File: config.mk
export PLATFORM = sky130hd
export DESIGN_NAME = sac_top
export DESIGN_NICKNAME = d
export VERILOG_FILES = /design/src/sac_pkg.sv /design/src/sac_tick_gen.sv /design/src/sac_top.sv
export VERILOG_INCLUDE_DIRS = /design/src /design/src/src
export SDC_FILE = /design/constraint.sdc
export NUM_CORES = 1
export LEC_CHECK = 0
export BUFFER_PORTS_ARGS = -buffer_cell sky130_fd_sc_hd__buf_2
export CORE_ASPECT_RATIO = 1.2
export CORE_MARGIN = 1
export CORE_UTILIZATION = 49
export DETAILED_ROUTE_END_ITERATION = 8
export PLACE_DENSITY = 0.76
export SETUP_SLACK_MARGIN = 0.4
export SLEW_MARGIN = 20
export SYNTH_ARGS = -nofsm -noshare
export SYNTH_HDL_FRONTEND = slang
export SYNTH_SLANG_ARGS = --single-unit
File: constraint.sdc
create_clock -name sys_clk_i -period 2.3 [get_ports sys_clk_i]
set_input_delay 0.46 -clock sys_clk_i [delete_from_list [all_inputs] [get_ports sys_clk_i]]
set_output_delay 0.46 -clock sys_clk_i [all_outputs]
set_load 0.02 [all_outputs]
File: src/sac_consts.svh
// Register offsets, field positions, reset values and timing counts for the converter control.
// Assumes inclusion by the design files and the testbench by bare name.
`ifndef SAC_CONSTS_SVH
`define SAC_CONSTS_SVH
`define SAC_OFF_CTRL0     12'h000
`define SAC_OFF_CTRL1     12'h004
`define SAC_OFF_RES_HIGH  12'h008
`define SAC_OFF_RES_LOW   12'h00C
`define SAC_OFF_FLAGS     12'h010
`define SAC_OFF_IRQ_EN    12'h014
`define SAC_OFF_APIN_LO   12'h018
`define SAC_OFF_APIN_HI   12'h01C
`define SAC_OFF_SYS       12'h020
`define SAC_CTRL0_ON      0
`define SAC_CTRL0_GO      1
`define SAC_CTRL0_CHAN_LSB 2
`define SAC_CTRL0_CLK_LSB 6
`define SAC_CTRL1_VP      4
`define SAC_CTRL1_VN      5
`define SAC_CTRL1_JUST    7
`define SAC_APIN_LO_RST   8'hFF
`define SAC_APIN_HI_RST   8'h3F
`define SAC_APIN_HI_MASK  8'h3F
`define SAC_CONV_PERIODS  11
`define SAC_ABORT_PERIODS 2
`define SAC_DIV_FRC       8
`endif

File: src/sac_pkg.sv
// Types shared by the converter control files.
// Assumes the constants header is on the include path.
package sac_pkg;
  typedef enum logic [1:0] {
    SAC_CLK_DIV2,
    SAC_CLK_DIV8,
    SAC_CLK_DIV32,
    SAC_CLK_FRC
  } sac_clk_sel_t;
  typedef struct packed {
    logic [1:0] conv_clk_sel;
    logic [3:0] chan_sel;
    logic       go;
    logic       conv_on;
  } sac_ctrl0_t;
  typedef struct packed {
    logic       vref_neg_ext;
    logic       vref_pos_ext;
  } sac_vref_cfg_t;
endpackage : sac_pkg

File: src/sac_tick_gen.sv
// Bit period tick generator: one-cycle enable per bit period.
// Assumes the system clock domain; the dedicated oscillator is modelled as a fixed divider.
`timescale 1ns/1ps
`include "sac_consts.svh"
module sac_tick_gen
  import sac_pkg::*;
#(
  parameter int FRC_DIV = `SAC_DIV_FRC
) (
  input  wire logic       sys_clk_i,
  input  wire logic       rst_i,
  input  wire logic       run_i,
  input  wire logic [1:0] sel_i,
  output logic            tick_o
);
  logic [7:0] cnt_ff;
  logic [7:0] lim;

  always_comb begin
    case (sac_clk_sel_t'(sel_i))
      SAC_CLK_DIV2:  lim = 8'h01;
      SAC_CLK_DIV8:  lim = 8'h07;
      SAC_CLK_DIV32: lim = 8'h1F;
      SAC_CLK_FRC:   lim = 8'(FRC_DIV - 1);
      default:       lim = 8'h01;
    endcase
  end

  always_ff @(posedge sys_clk_i) begin
    if (rst_i || !run_i || cnt_ff >= lim) begin
      cnt_ff <= 8'h00;
    end else begin
      cnt_ff <= cnt_ff + 8'h01;
    end
  end

  always_ff @(posedge sys_clk_i) begin
    if (rst_i || !run_i) begin
      tick_o <= 1'b0;
    end else begin
      tick_o <= (cnt_ff >= lim);
    end
  end
endmodule : sac_tick_gen

File: src/sac_top.sv
// Successive-approximation converter control with an AXI4-Lite register slave.
// Assumes a comparator input from the analog side, synchronised here; one 20 MHz clock.
//
// Function
// - Resolve ten result bits by successive approximation into the result pair.
// - Channel field picks the single input routed to the sample stage.
// - Positive and negative reference chosen independently.
// - Clock field picks divide by 2, 8, 32 or dedicated oscillator.
// - A full conversion lasts eleven bit periods.
// - Divided clock choices follow the system clock.
// - Done flag sets at every conversion end, irrespective of enable.
// - Interrupt raised while done flag and its enable are both set.
// - Hardware never clears the done flag; software does.
// - A conversion in sleep completes only on the dedicated oscillator; its interrupt wakes the device.
// - On wake, next instruction runs, then in-line or service routine.
// - Justify bit selects left or right result placement.
// - Enable converter first, then set go in a later write.
// - At conversion end clear go, set flag, write result.
// - Software abort keeps old result; acquisition restarts after two periods.
// - Codes 0..13 external inputs, 14 comparator ref, 15 fixed ref.
`timescale 1ns/1ps
`include "sac_consts.svh"
module sac_top
  import sac_pkg::*;
(
  input  wire logic        sys_clk_i,
  input  wire logic        rst_i,
  input  wire logic [11:0] s_axi_awaddr,
  input  wire logic        s_axi_awvalid,
  output logic             s_axi_awready,
  input  wire logic [31:0] s_axi_wdata,
  input  wire logic [3:0]  s_axi_wstrb,
  input  wire logic        s_axi_wvalid,
  output logic             s_axi_wready,
  output logic [1:0]       s_axi_bresp,
  output logic             s_axi_bvalid,
  input  wire logic        s_axi_bready,
  input  wire logic [11:0] s_axi_araddr,
  input  wire logic        s_axi_arvalid,
  output logic             s_axi_arready,
  output logic [31:0]      s_axi_rdata,
  output logic [1:0]       s_axi_rresp,
  output logic             s_axi_rvalid,
  input  wire logic        s_axi_rready,
  input  wire logic        cmp_i,
  input  wire logic        sleep_i,
  input  wire logic        gie_i,
  output logic [3:0]       chan_sel_o,
  output logic             sample_o,
  output logic [9:0]       dac_code_o,
  output logic             vref_pos_ext_o,
  output logic             vref_neg_ext_o,
  output logic             conv_irq_o,
  output logic             wake_o,
  output logic             isr_branch_o
);
  typedef enum logic [1:0] {ST_IDLE, ST_CONV, ST_ABORT} sac_state_t;
  sac_ctrl0_t    ctrl0_ff;
  sac_vref_cfg_t vref_cfg_ff;
  sac_state_t    state_ff;
  logic          result_justify_ff, conv_done_flag_ff, conv_irq_en_ff;
  logic [7:0]    result_high_ff, result_low_ff, analog_sel_low_ff;
  logic [5:0]    analog_sel_high_ff;
  logic [3:0]    per_ff;
  logic [9:0]    sar_ff, nxt_sar, trial_bit;
  logic          cmp_s1_ff, cmp_s2_ff, tick, done_evt, abort_evt, rd_ok;
  logic          aw_hold_ff, w_hold_ff, w_strb0_ff, wr_fire, wr_en, clr_flag, go_clr_sw;
  logic [11:0]   aw_addr_ff;
  logic [31:0]   w_data_ff, rd_val;

  sac_tick_gen sac_tick_gen_inst (
    .sys_clk_i (sys_clk_i),
    .rst_i     (rst_i),
    .run_i     (state_ff != ST_IDLE),
    .sel_i     (ctrl0_ff.conv_clk_sel),
    .tick_o    (tick)
  );

  // Comparator is analog-domain, two flops before use
  always_ff @(posedge sys_clk_i) begin
    if (rst_i) begin
      cmp_s1_ff <= 1'b0;
      cmp_s2_ff <= 1'b0;
    end else begin
      cmp_s1_ff <= cmp_i;
      cmp_s2_ff <= cmp_s1_ff;
    end
  end

  // AXI write: address and data accepted independently
  assign wr_fire = aw_hold_ff && w_hold_ff && !s_axi_bvalid;
  always_ff @(posedge sys_clk_i) begin
    if (rst_i) begin
      aw_hold_ff    <= 1'b0;
      w_hold_ff     <= 1'b0;
      aw_addr_ff    <= 12'h000;
      w_data_ff     <= 32'h0000_0000;
      w_strb0_ff    <= 1'b0;
      s_axi_awready <= 1'b0;
      s_axi_wready  <= 1'b0;
      s_axi_bvalid  <= 1'b0;
      s_axi_bresp   <= 2'b00;
    end else begin
      s_axi_awready <= !aw_hold_ff && !s_axi_awready;
      s_axi_wready  <= !w_hold_ff && !s_axi_wready;
      if (s_axi_awvalid && s_axi_awready) begin
        aw_hold_ff <= 1'b1;
        aw_addr_ff <= s_axi_awaddr;
        s_axi_awready <= 1'b0;
      end
      if (s_axi_wvalid && s_axi_wready) begin
        w_hold_ff  <= 1'b1;
        w_data_ff  <= s_axi_wdata;
        w_strb0_ff <= s_axi_wstrb[0];
        s_axi_wready <= 1'b0;
      end
      if (wr_fire) begin
        aw_hold_ff   <= 1'b0;
        w_hold_ff    <= 1'b0;
        s_axi_bvalid <= 1'b1;
      end else if (s_axi_bvalid && s_axi_bready) begin
        s_axi_bvalid <= 1'b0;
      end
    end
  end
  assign wr_en = wr_fire && w_strb0_ff;
  assign clr_flag = wr_en && aw_addr_ff == `SAC_OFF_FLAGS && w_data_ff[0];
  assign go_clr_sw = wr_en && aw_addr_ff == `SAC_OFF_CTRL0 && !w_data_ff[`SAC_CTRL0_GO];
  assign done_evt = state_ff == ST_CONV && tick && per_ff == 4'(`SAC_CONV_PERIODS - 1);
  assign abort_evt = state_ff == ST_CONV && (go_clr_sw || !ctrl0_ff.conv_on ||
                     (sleep_i && ctrl0_ff.conv_clk_sel != 2'b11));

  // Control fields; go set only if converter already on
  always_ff @(posedge sys_clk_i) begin
    if (rst_i) begin
      ctrl0_ff <= '0;
    end else if (wr_en && aw_addr_ff == `SAC_OFF_CTRL0) begin
      ctrl0_ff.conv_clk_sel <= w_data_ff[`SAC_CTRL0_CLK_LSB +: 2];
      ctrl0_ff.chan_sel     <= w_data_ff[`SAC_CTRL0_CHAN_LSB +: 4];
      ctrl0_ff.conv_on      <= w_data_ff[`SAC_CTRL0_ON];
      ctrl0_ff.go <= w_data_ff[`SAC_CTRL0_GO] && ctrl0_ff.conv_on &&
                     state_ff != ST_ABORT && !done_evt && !abort_evt;
    end else if (done_evt || abort_evt) begin
      ctrl0_ff.go <= 1'b0;
    end
  end

  always_ff @(posedge sys_clk_i) begin
    if (rst_i) begin
      vref_cfg_ff       <= '0;
      result_justify_ff <= 1'b0;
      conv_irq_en_ff    <= 1'b0;
      analog_sel_low_ff  <= `SAC_APIN_LO_RST;
      analog_sel_high_ff <= 6'(`SAC_APIN_HI_RST);
    end else if (wr_en) begin
      case (aw_addr_ff)
        `SAC_OFF_CTRL1: begin
          vref_cfg_ff.vref_pos_ext <= w_data_ff[`SAC_CTRL1_VP];
          vref_cfg_ff.vref_neg_ext <= w_data_ff[`SAC_CTRL1_VN];
          result_justify_ff        <= w_data_ff[`SAC_CTRL1_JUST];
        end
        `SAC_OFF_IRQ_EN:   conv_irq_en_ff     <= w_data_ff[0];
        `SAC_OFF_APIN_LO: analog_sel_low_ff  <= w_data_ff[7:0];
        `SAC_OFF_APIN_HI: analog_sel_high_ff <= w_data_ff[5:0];
        default: ;
      endcase
    end
  end

  // Conversion sequencer: one period that loads the first trial code, then ten bit decisions
  always_ff @(posedge sys_clk_i) begin
    if (rst_i) begin
      state_ff <= ST_IDLE;
      per_ff   <= 4'h0;
    end else begin
      case (state_ff)
        ST_IDLE: begin
          per_ff <= 4'h0;
          if (ctrl0_ff.go && ctrl0_ff.conv_on) state_ff <= ST_CONV;
        end
        ST_CONV: begin
          if (abort_evt) begin
            state_ff <= ST_ABORT;
            per_ff   <= 4'h0;
          end else if (done_evt) begin
            state_ff <= ST_IDLE;
          end else if (tick) begin
            per_ff <= per_ff + 4'h1;
          end
        end
        ST_ABORT: begin
          if (tick && per_ff == 4'(`SAC_ABORT_PERIODS - 1)) begin
            state_ff <= ST_IDLE;
          end else if (tick) begin
            per_ff <= per_ff + 4'h1;
          end
        end
        default: state_ff <= ST_IDLE;
      endcase
    end
  end

  always_comb begin
    trial_bit = 10'h200 >> (per_ff - 4'h1);
    nxt_sar   = sar_ff;
    if (per_ff == 4'h0) begin
      nxt_sar = 10'h200;
    end else begin
      if (!cmp_s2_ff) nxt_sar = sar_ff & ~trial_bit;
      if (per_ff < 4'(`SAC_CONV_PERIODS - 1)) nxt_sar = nxt_sar | (trial_bit >> 1);
    end
  end

  always_ff @(posedge sys_clk_i) begin
    if (rst_i) begin
      sar_ff <= 10'h000;
    end else if (state_ff == ST_CONV && tick) begin
      sar_ff <= nxt_sar;
    end
  end

  // Result only written on normal completion
  always_ff @(posedge sys_clk_i) begin
    if (rst_i) begin
      result_high_ff <= 8'h00;
      result_low_ff  <= 8'h00;
    end else if (done_evt) begin
      if (result_justify_ff) begin
        result_high_ff <= {6'h00, nxt_sar[9:8]};
        result_low_ff  <= nxt_sar[7:0];
      end else begin
        result_high_ff <= nxt_sar[9:2];
        result_low_ff  <= {nxt_sar[1:0], 6'h00};
      end
    end
  end

  // Set wins over a same-cycle software clear
  always_ff @(posedge sys_clk_i) begin
    if (rst_i) begin
      conv_done_flag_ff <= 1'b0;
    end else if (done_evt) begin
      conv_done_flag_ff <= 1'b1;
    end else if (clr_flag) begin
      conv_done_flag_ff <= 1'b0;
    end
  end

  // Pin-facing outputs, all registered
  always_ff @(posedge sys_clk_i) begin
    if (rst_i) begin
      chan_sel_o     <= 4'h0;
      sample_o       <= 1'b0;
      dac_code_o     <= 10'h000;
      vref_pos_ext_o <= 1'b0;
      vref_neg_ext_o <= 1'b0;
      conv_irq_o     <= 1'b0;
      wake_o         <= 1'b0;
      isr_branch_o   <= 1'b0;
    end else begin
      chan_sel_o     <= ctrl0_ff.chan_sel;
      sample_o       <= ctrl0_ff.conv_on && (state_ff == ST_IDLE);
      dac_code_o     <= sar_ff;
      vref_pos_ext_o <= vref_cfg_ff.vref_pos_ext;
      vref_neg_ext_o <= vref_cfg_ff.vref_neg_ext;
      conv_irq_o     <= conv_done_flag_ff && conv_irq_en_ff;
      wake_o         <= sleep_i && conv_done_flag_ff && conv_irq_en_ff;
      isr_branch_o   <= conv_done_flag_ff && conv_irq_en_ff && gie_i;
    end
  end

  // AXI read, one cycle after address acceptance
  always_comb begin
    rd_val = 32'h0000_0000;
    rd_ok  = 1'b1;
    case (s_axi_araddr)
      `SAC_OFF_CTRL0:    rd_val = {24'h00_0000, ctrl0_ff};
      `SAC_OFF_CTRL1:    rd_val = {24'h00_0000, result_justify_ff, 1'b0, vref_cfg_ff, 4'h0};
      `SAC_OFF_RES_HIGH: rd_val = {24'h00_0000, result_high_ff};
      `SAC_OFF_RES_LOW:  rd_val = {24'h00_0000, result_low_ff};
      `SAC_OFF_FLAGS:    rd_val = {31'h0000_0000, conv_done_flag_ff};
      `SAC_OFF_IRQ_EN:   rd_val = {31'h0000_0000, conv_irq_en_ff};
      `SAC_OFF_APIN_LO:  rd_val = {24'h00_0000, analog_sel_low_ff};
      `SAC_OFF_APIN_HI:  rd_val = {26'h000_0000, analog_sel_high_ff};
      `SAC_OFF_SYS:      rd_val = {28'h000_0000, state_ff == ST_ABORT, state_ff == ST_CONV,
                                   sleep_i, gie_i};
      default:           rd_ok  = 1'b0;
    endcase
  end

  always_ff @(posedge sys_clk_i) begin
    if (rst_i) begin
      s_axi_arready <= 1'b0;
      s_axi_rvalid  <= 1'b0;
      s_axi_rdata   <= 32'h0000_0000;
      s_axi_rresp   <= 2'b00;
    end else begin
      s_axi_arready <= !s_axi_rvalid && !s_axi_arready;
      if (s_axi_arvalid && s_axi_arready) begin
        s_axi_arready <= 1'b0;
        s_axi_rvalid  <= 1'b1;
        s_axi_rdata   <= rd_val;
        s_axi_rresp   <= rd_ok ? 2'b00 : 2'b10;
      end else if (s_axi_rvalid && s_axi_rready) begin
        s_axi_rvalid <= 1'b0;
      end
    end
  end

  AST_DONE_CLEARS_GO: assert property (@(posedge sys_clk_i) disable iff (rst_i)
    done_evt |=> !ctrl0_ff.go && conv_done_flag_ff)
    else $error("go not cleared or flag not set at conversion end");
  AST_FLAG_STICKY: assert property (@(posedge sys_clk_i) disable iff (rst_i)
    conv_done_flag_ff && !clr_flag |=> conv_done_flag_ff)
    else $error("done flag dropped without software clear");
  AST_IRQ: assert property (@(posedge sys_clk_i) disable iff (rst_i)
    conv_done_flag_ff && conv_irq_en_ff |=> conv_irq_o)
    else $error("interrupt missing");
  AST_ABORT_KEEPS: assert property (@(posedge sys_clk_i) disable iff (rst_i)
    state_ff == ST_ABORT |=> $stable(result_high_ff) && $stable(result_low_ff))
    else $error("result changed after abort");
  AST_LEFT: assert property (@(posedge sys_clk_i) disable iff (rst_i)
    done_evt && !result_justify_ff |=> result_low_ff[5:0] == 6'h00)
    else $error("left format low bits not zero");
  AST_RIGHT: assert property (@(posedge sys_clk_i) disable iff (rst_i)
    done_evt && result_justify_ff |=> result_high_ff[7:2] == 6'h00)
    else $error("right format high bits not zero");
  AST_WAKE: assert property (@(posedge sys_clk_i) disable iff (rst_i)
    sleep_i && conv_done_flag_ff && conv_irq_en_ff |=> wake_o)
    else $error("no wake from sleep");
  AST_CHAN: assert property (@(posedge sys_clk_i) disable iff (rst_i)
    1'b1 |=> chan_sel_o == $past(ctrl0_ff.chan_sel))
    else $error("channel output mismatch");
endmodule : sac_top

==> results.cfg <==
[cts]
cts_made_buffers = 17
clock_path_buffers = 2
root_buffer = clkbuf_16
clk_pin_slew_ps = 50
clk_latency_ps = 420
ctsHoldBuffers = 0
htreeDepth = 4
cts_tree = built
cts.sinks = 127

[routing]
routed_via_density = 5.547
drt_iter0_drc = 355
drt_pass1_iterations = 5
wl_per_cell_um = 15.38
drcViolationCount = 0
vias = 5264
final_antenna_net_count = 0
drt_wl_total_um = 14590

[yosys]
syn_area_mm2 = 0.005989
synth_edf_count = 0
syn_area_per_cell_um2 = 8.873
synth-async-reset-ratio = 0
synth_cell_types = 71
synth_flop_cell = dfxtp_1
yosys-top-cells-count = dfxtp_1 (127), nand2_1 (87), nor2_1 (52)
ys_seq_area_frac = 0.4245
yosysMostFrequentCell = dfxtp_1
synth_top_area_frac = 0.4245
ys_warn_count = 0
ys_seq_elements = 127
yosys.area.top_type = dfxtp_1
synth.area.top_cells = dfxtp_1 (42%), nand2_1 (5.5%), a21oi_1 (3.9%)
synthCells = 675

[sta]
setup_tns_ps = 0
rsz0062_at_grt = true
slew_violations = 0
period_needed_ps = 1958
hold_violations = 0
tightest_slew_ps = 614.6
fin_crit_sh = 0.8512
setup_viol = 0
timing.fmax_ghz = 0.5108
finClkSkew_ps = 4.786
slew-limit-headroom = 0.5903

[power_and_ir_drop]
ir_worst_vdd_mv = 0.4640
finalPower_mw = 5.314
leakagePower_nw = 2.944
powerDensity_mw_per_mm2 = 696.9

[die]
io-pin-count = 131
start_util = 0.5107
die_h_um = 123.1
std_cell_rows = 43
core_region_area_mm2 = 0.01173
die_x_um = 102.9
die_area_mm2 = 0.01267

[grt]
overflow = 0
grt_pass1_vias = 4753
grt_start_max_net_pins = 63
antenna_found_initial = 0
grt.total_usage = 0.2327
grt_pass1_wl_um = 22590

[placed_design]
portBuffers = 76
dp_hpwl_um = 9668
gp_congestion = 0.8549

[setup_path]
startpoint_type = register
critPathKind = register to register
crit_fanout = 7
cp.required_ps = 2590
worstSetupEndpointType = register
cp.arrival_ps = 2240

[hold_path]
hp-class = primary input to register

[final_layout]
diodes = 0
synthToLayoutAreaGrowth_pct = 27.30
fill_cells = 935
drive_gt1_frac = 0.2904
fin_nets = 863

[run]
maxCapViolations = 0

[outcome]
status = completed
## where the power goes
| group | internal (mW) | total (mW) | switching, mW |
|---|---|---|---|
| registers | 2.24 | 2.28 | 0.0442 |
| clock network | 1.65 | 2.64 | 0.993 |
| logic | 0.150 | 0.388 | 0.239 |
| total | 4.04 | 5.31 | 1.28 |
## repair_timing
| action | 4_1_cts | 5_1_grt |
|---|---|---|
| endpoints found under the hold margin | 0 | 0 |
| endpoints found under the setup margin | 38 | 53 |
| setup buffers | 8 | 13 |
| gates resized for setup | 18 | 62 |
| cloned | 0 | 2 |
| pin swaps | 9 | 32 |
## cell families (layout without fill, tap and decap cells)
| kind of cell | count (synthesis) | count (layout) | share of synthesized area |
|---|---|---|---|
| simple gates | 269 | 271 | 0.2369 |
| xor+xnor | 6 | 6 | 0.008775 |
| buf+inv | 82 | 169 | 0.08126 |
| fa+ha+maj | 14 | 14 | 0.02925 |
| compound gates | 152 | 152 | 0.1769 |
| other cells | 1 | 29 | 0.0006261 |
| mux | 24 | 24 | 0.04178 |
| flops | 127 | 127 | 0.4245 |
## area by class of cell
type | instances | area (um2) | area share
inverter | 16 | 67.56 | 0.008861
clock buffer | 19 | 452.9 | 0.05940
tap | 157 | 196.4 | 0.02576
timing repair buffer | 121 | 765.7 | 0.1004
clock inverter | 13 | 137.6 | 0.01805
multi-input combinational | 496 | 3442 | 0.4514
sequential | 127 | 2562 | 0.3361
## stage by stage
| stage | area (um2) | setup WS, ps | util | hold WS, ps | instances |
|---|---|---|---|---|---|
| after detailed placement | 6467 | 101.7 | 0.5514 | 424.5 | 894 |
| final | 7625 | 342.3 | 0.6501 | 252.9 | 949 |
| after global routing | 7625 | 262.0 | 0.6501 | 253.8 | 949 |
| after CTS | 7203 | 320.1 | 0.6141 | 251.9 | 934 |
| after global placement | 6467 | 155.2 | 0.5514 | 418.0 | 894 |
| after floorplan | 6148 | 333.4 | - | 413.8 | 703 |
## worst max-delay path, stage by stage (launching register included)
cell	delay, ps
dfxtp_4	370
inv_4	50
ha_4	180
or3b_4	460
mux2i_1	170
nand4_1	100
buf_4	180
buf_4	140
a22oi_2	130
nor2_1	50
## path summary, 6_finish.rpt
kind | from | end | slack (ps) | cells past startpoint
worst min-delay path | cmp_i | cmp_s1_ff$_SDFF_PP0_ | 250 | 2
worst max register to register | per_ff[0]$_SDFFE_PP0P_ | result_low_ff[3]$_SDFFE_PP0P_ | 340 | 9
worst min register to register | cmp_s1_ff$_SDFF_PP0_ | cmp_s2_ff$_SDFF_PP0_ | 440 | 1
worst max-delay path | per_ff[0]$_SDFFE_PP0P_ | result_low_ff[3]$_SDFFE_PP0P_ | 340 | 9
## routing by layer
layer	up-vias	wire length (um)	global-route usage
li1	2569	-	-
met1	2503	6282	0.2860
met2	164	7237	0.3796
met3	28	689	0.06331
met4	0	383	0.1021
met5	-	0	0
## state kept, by name (all words and copies together) (netlist names), 4 cells and up
signal / count
aw_addr_ff: 12
dac_code_o: 10
result_high_ff: 8
per_ff: 4
sac_tick_gen_inst.cnt_ff: 8
result_low_ff: 8
s_axi_rdata: 8
ctrl0_ff: 8
chan_sel_o: 4
analog_sel_high_ff: 6
sar_ff: 10
analog_sel_low_ff: 8
w_data_ff: 8
## cell usage in the layout, fill, tap and decap left out, drive strengths merged, types with 15 or more instances in the layout
cell type	Yosys	layout
conb	1	29
inv	16	18
nor2b	35	35
a21oi	47	47
nor2	52	52
buf	39	121
clkbuf	26	19
nor3	14	15
dfxtp	127	127
mux2i	16	16
nand2	87	87
a211o	15	15
a22oi	20	20
Note: power is estimated with default switching activity, not from simulation.
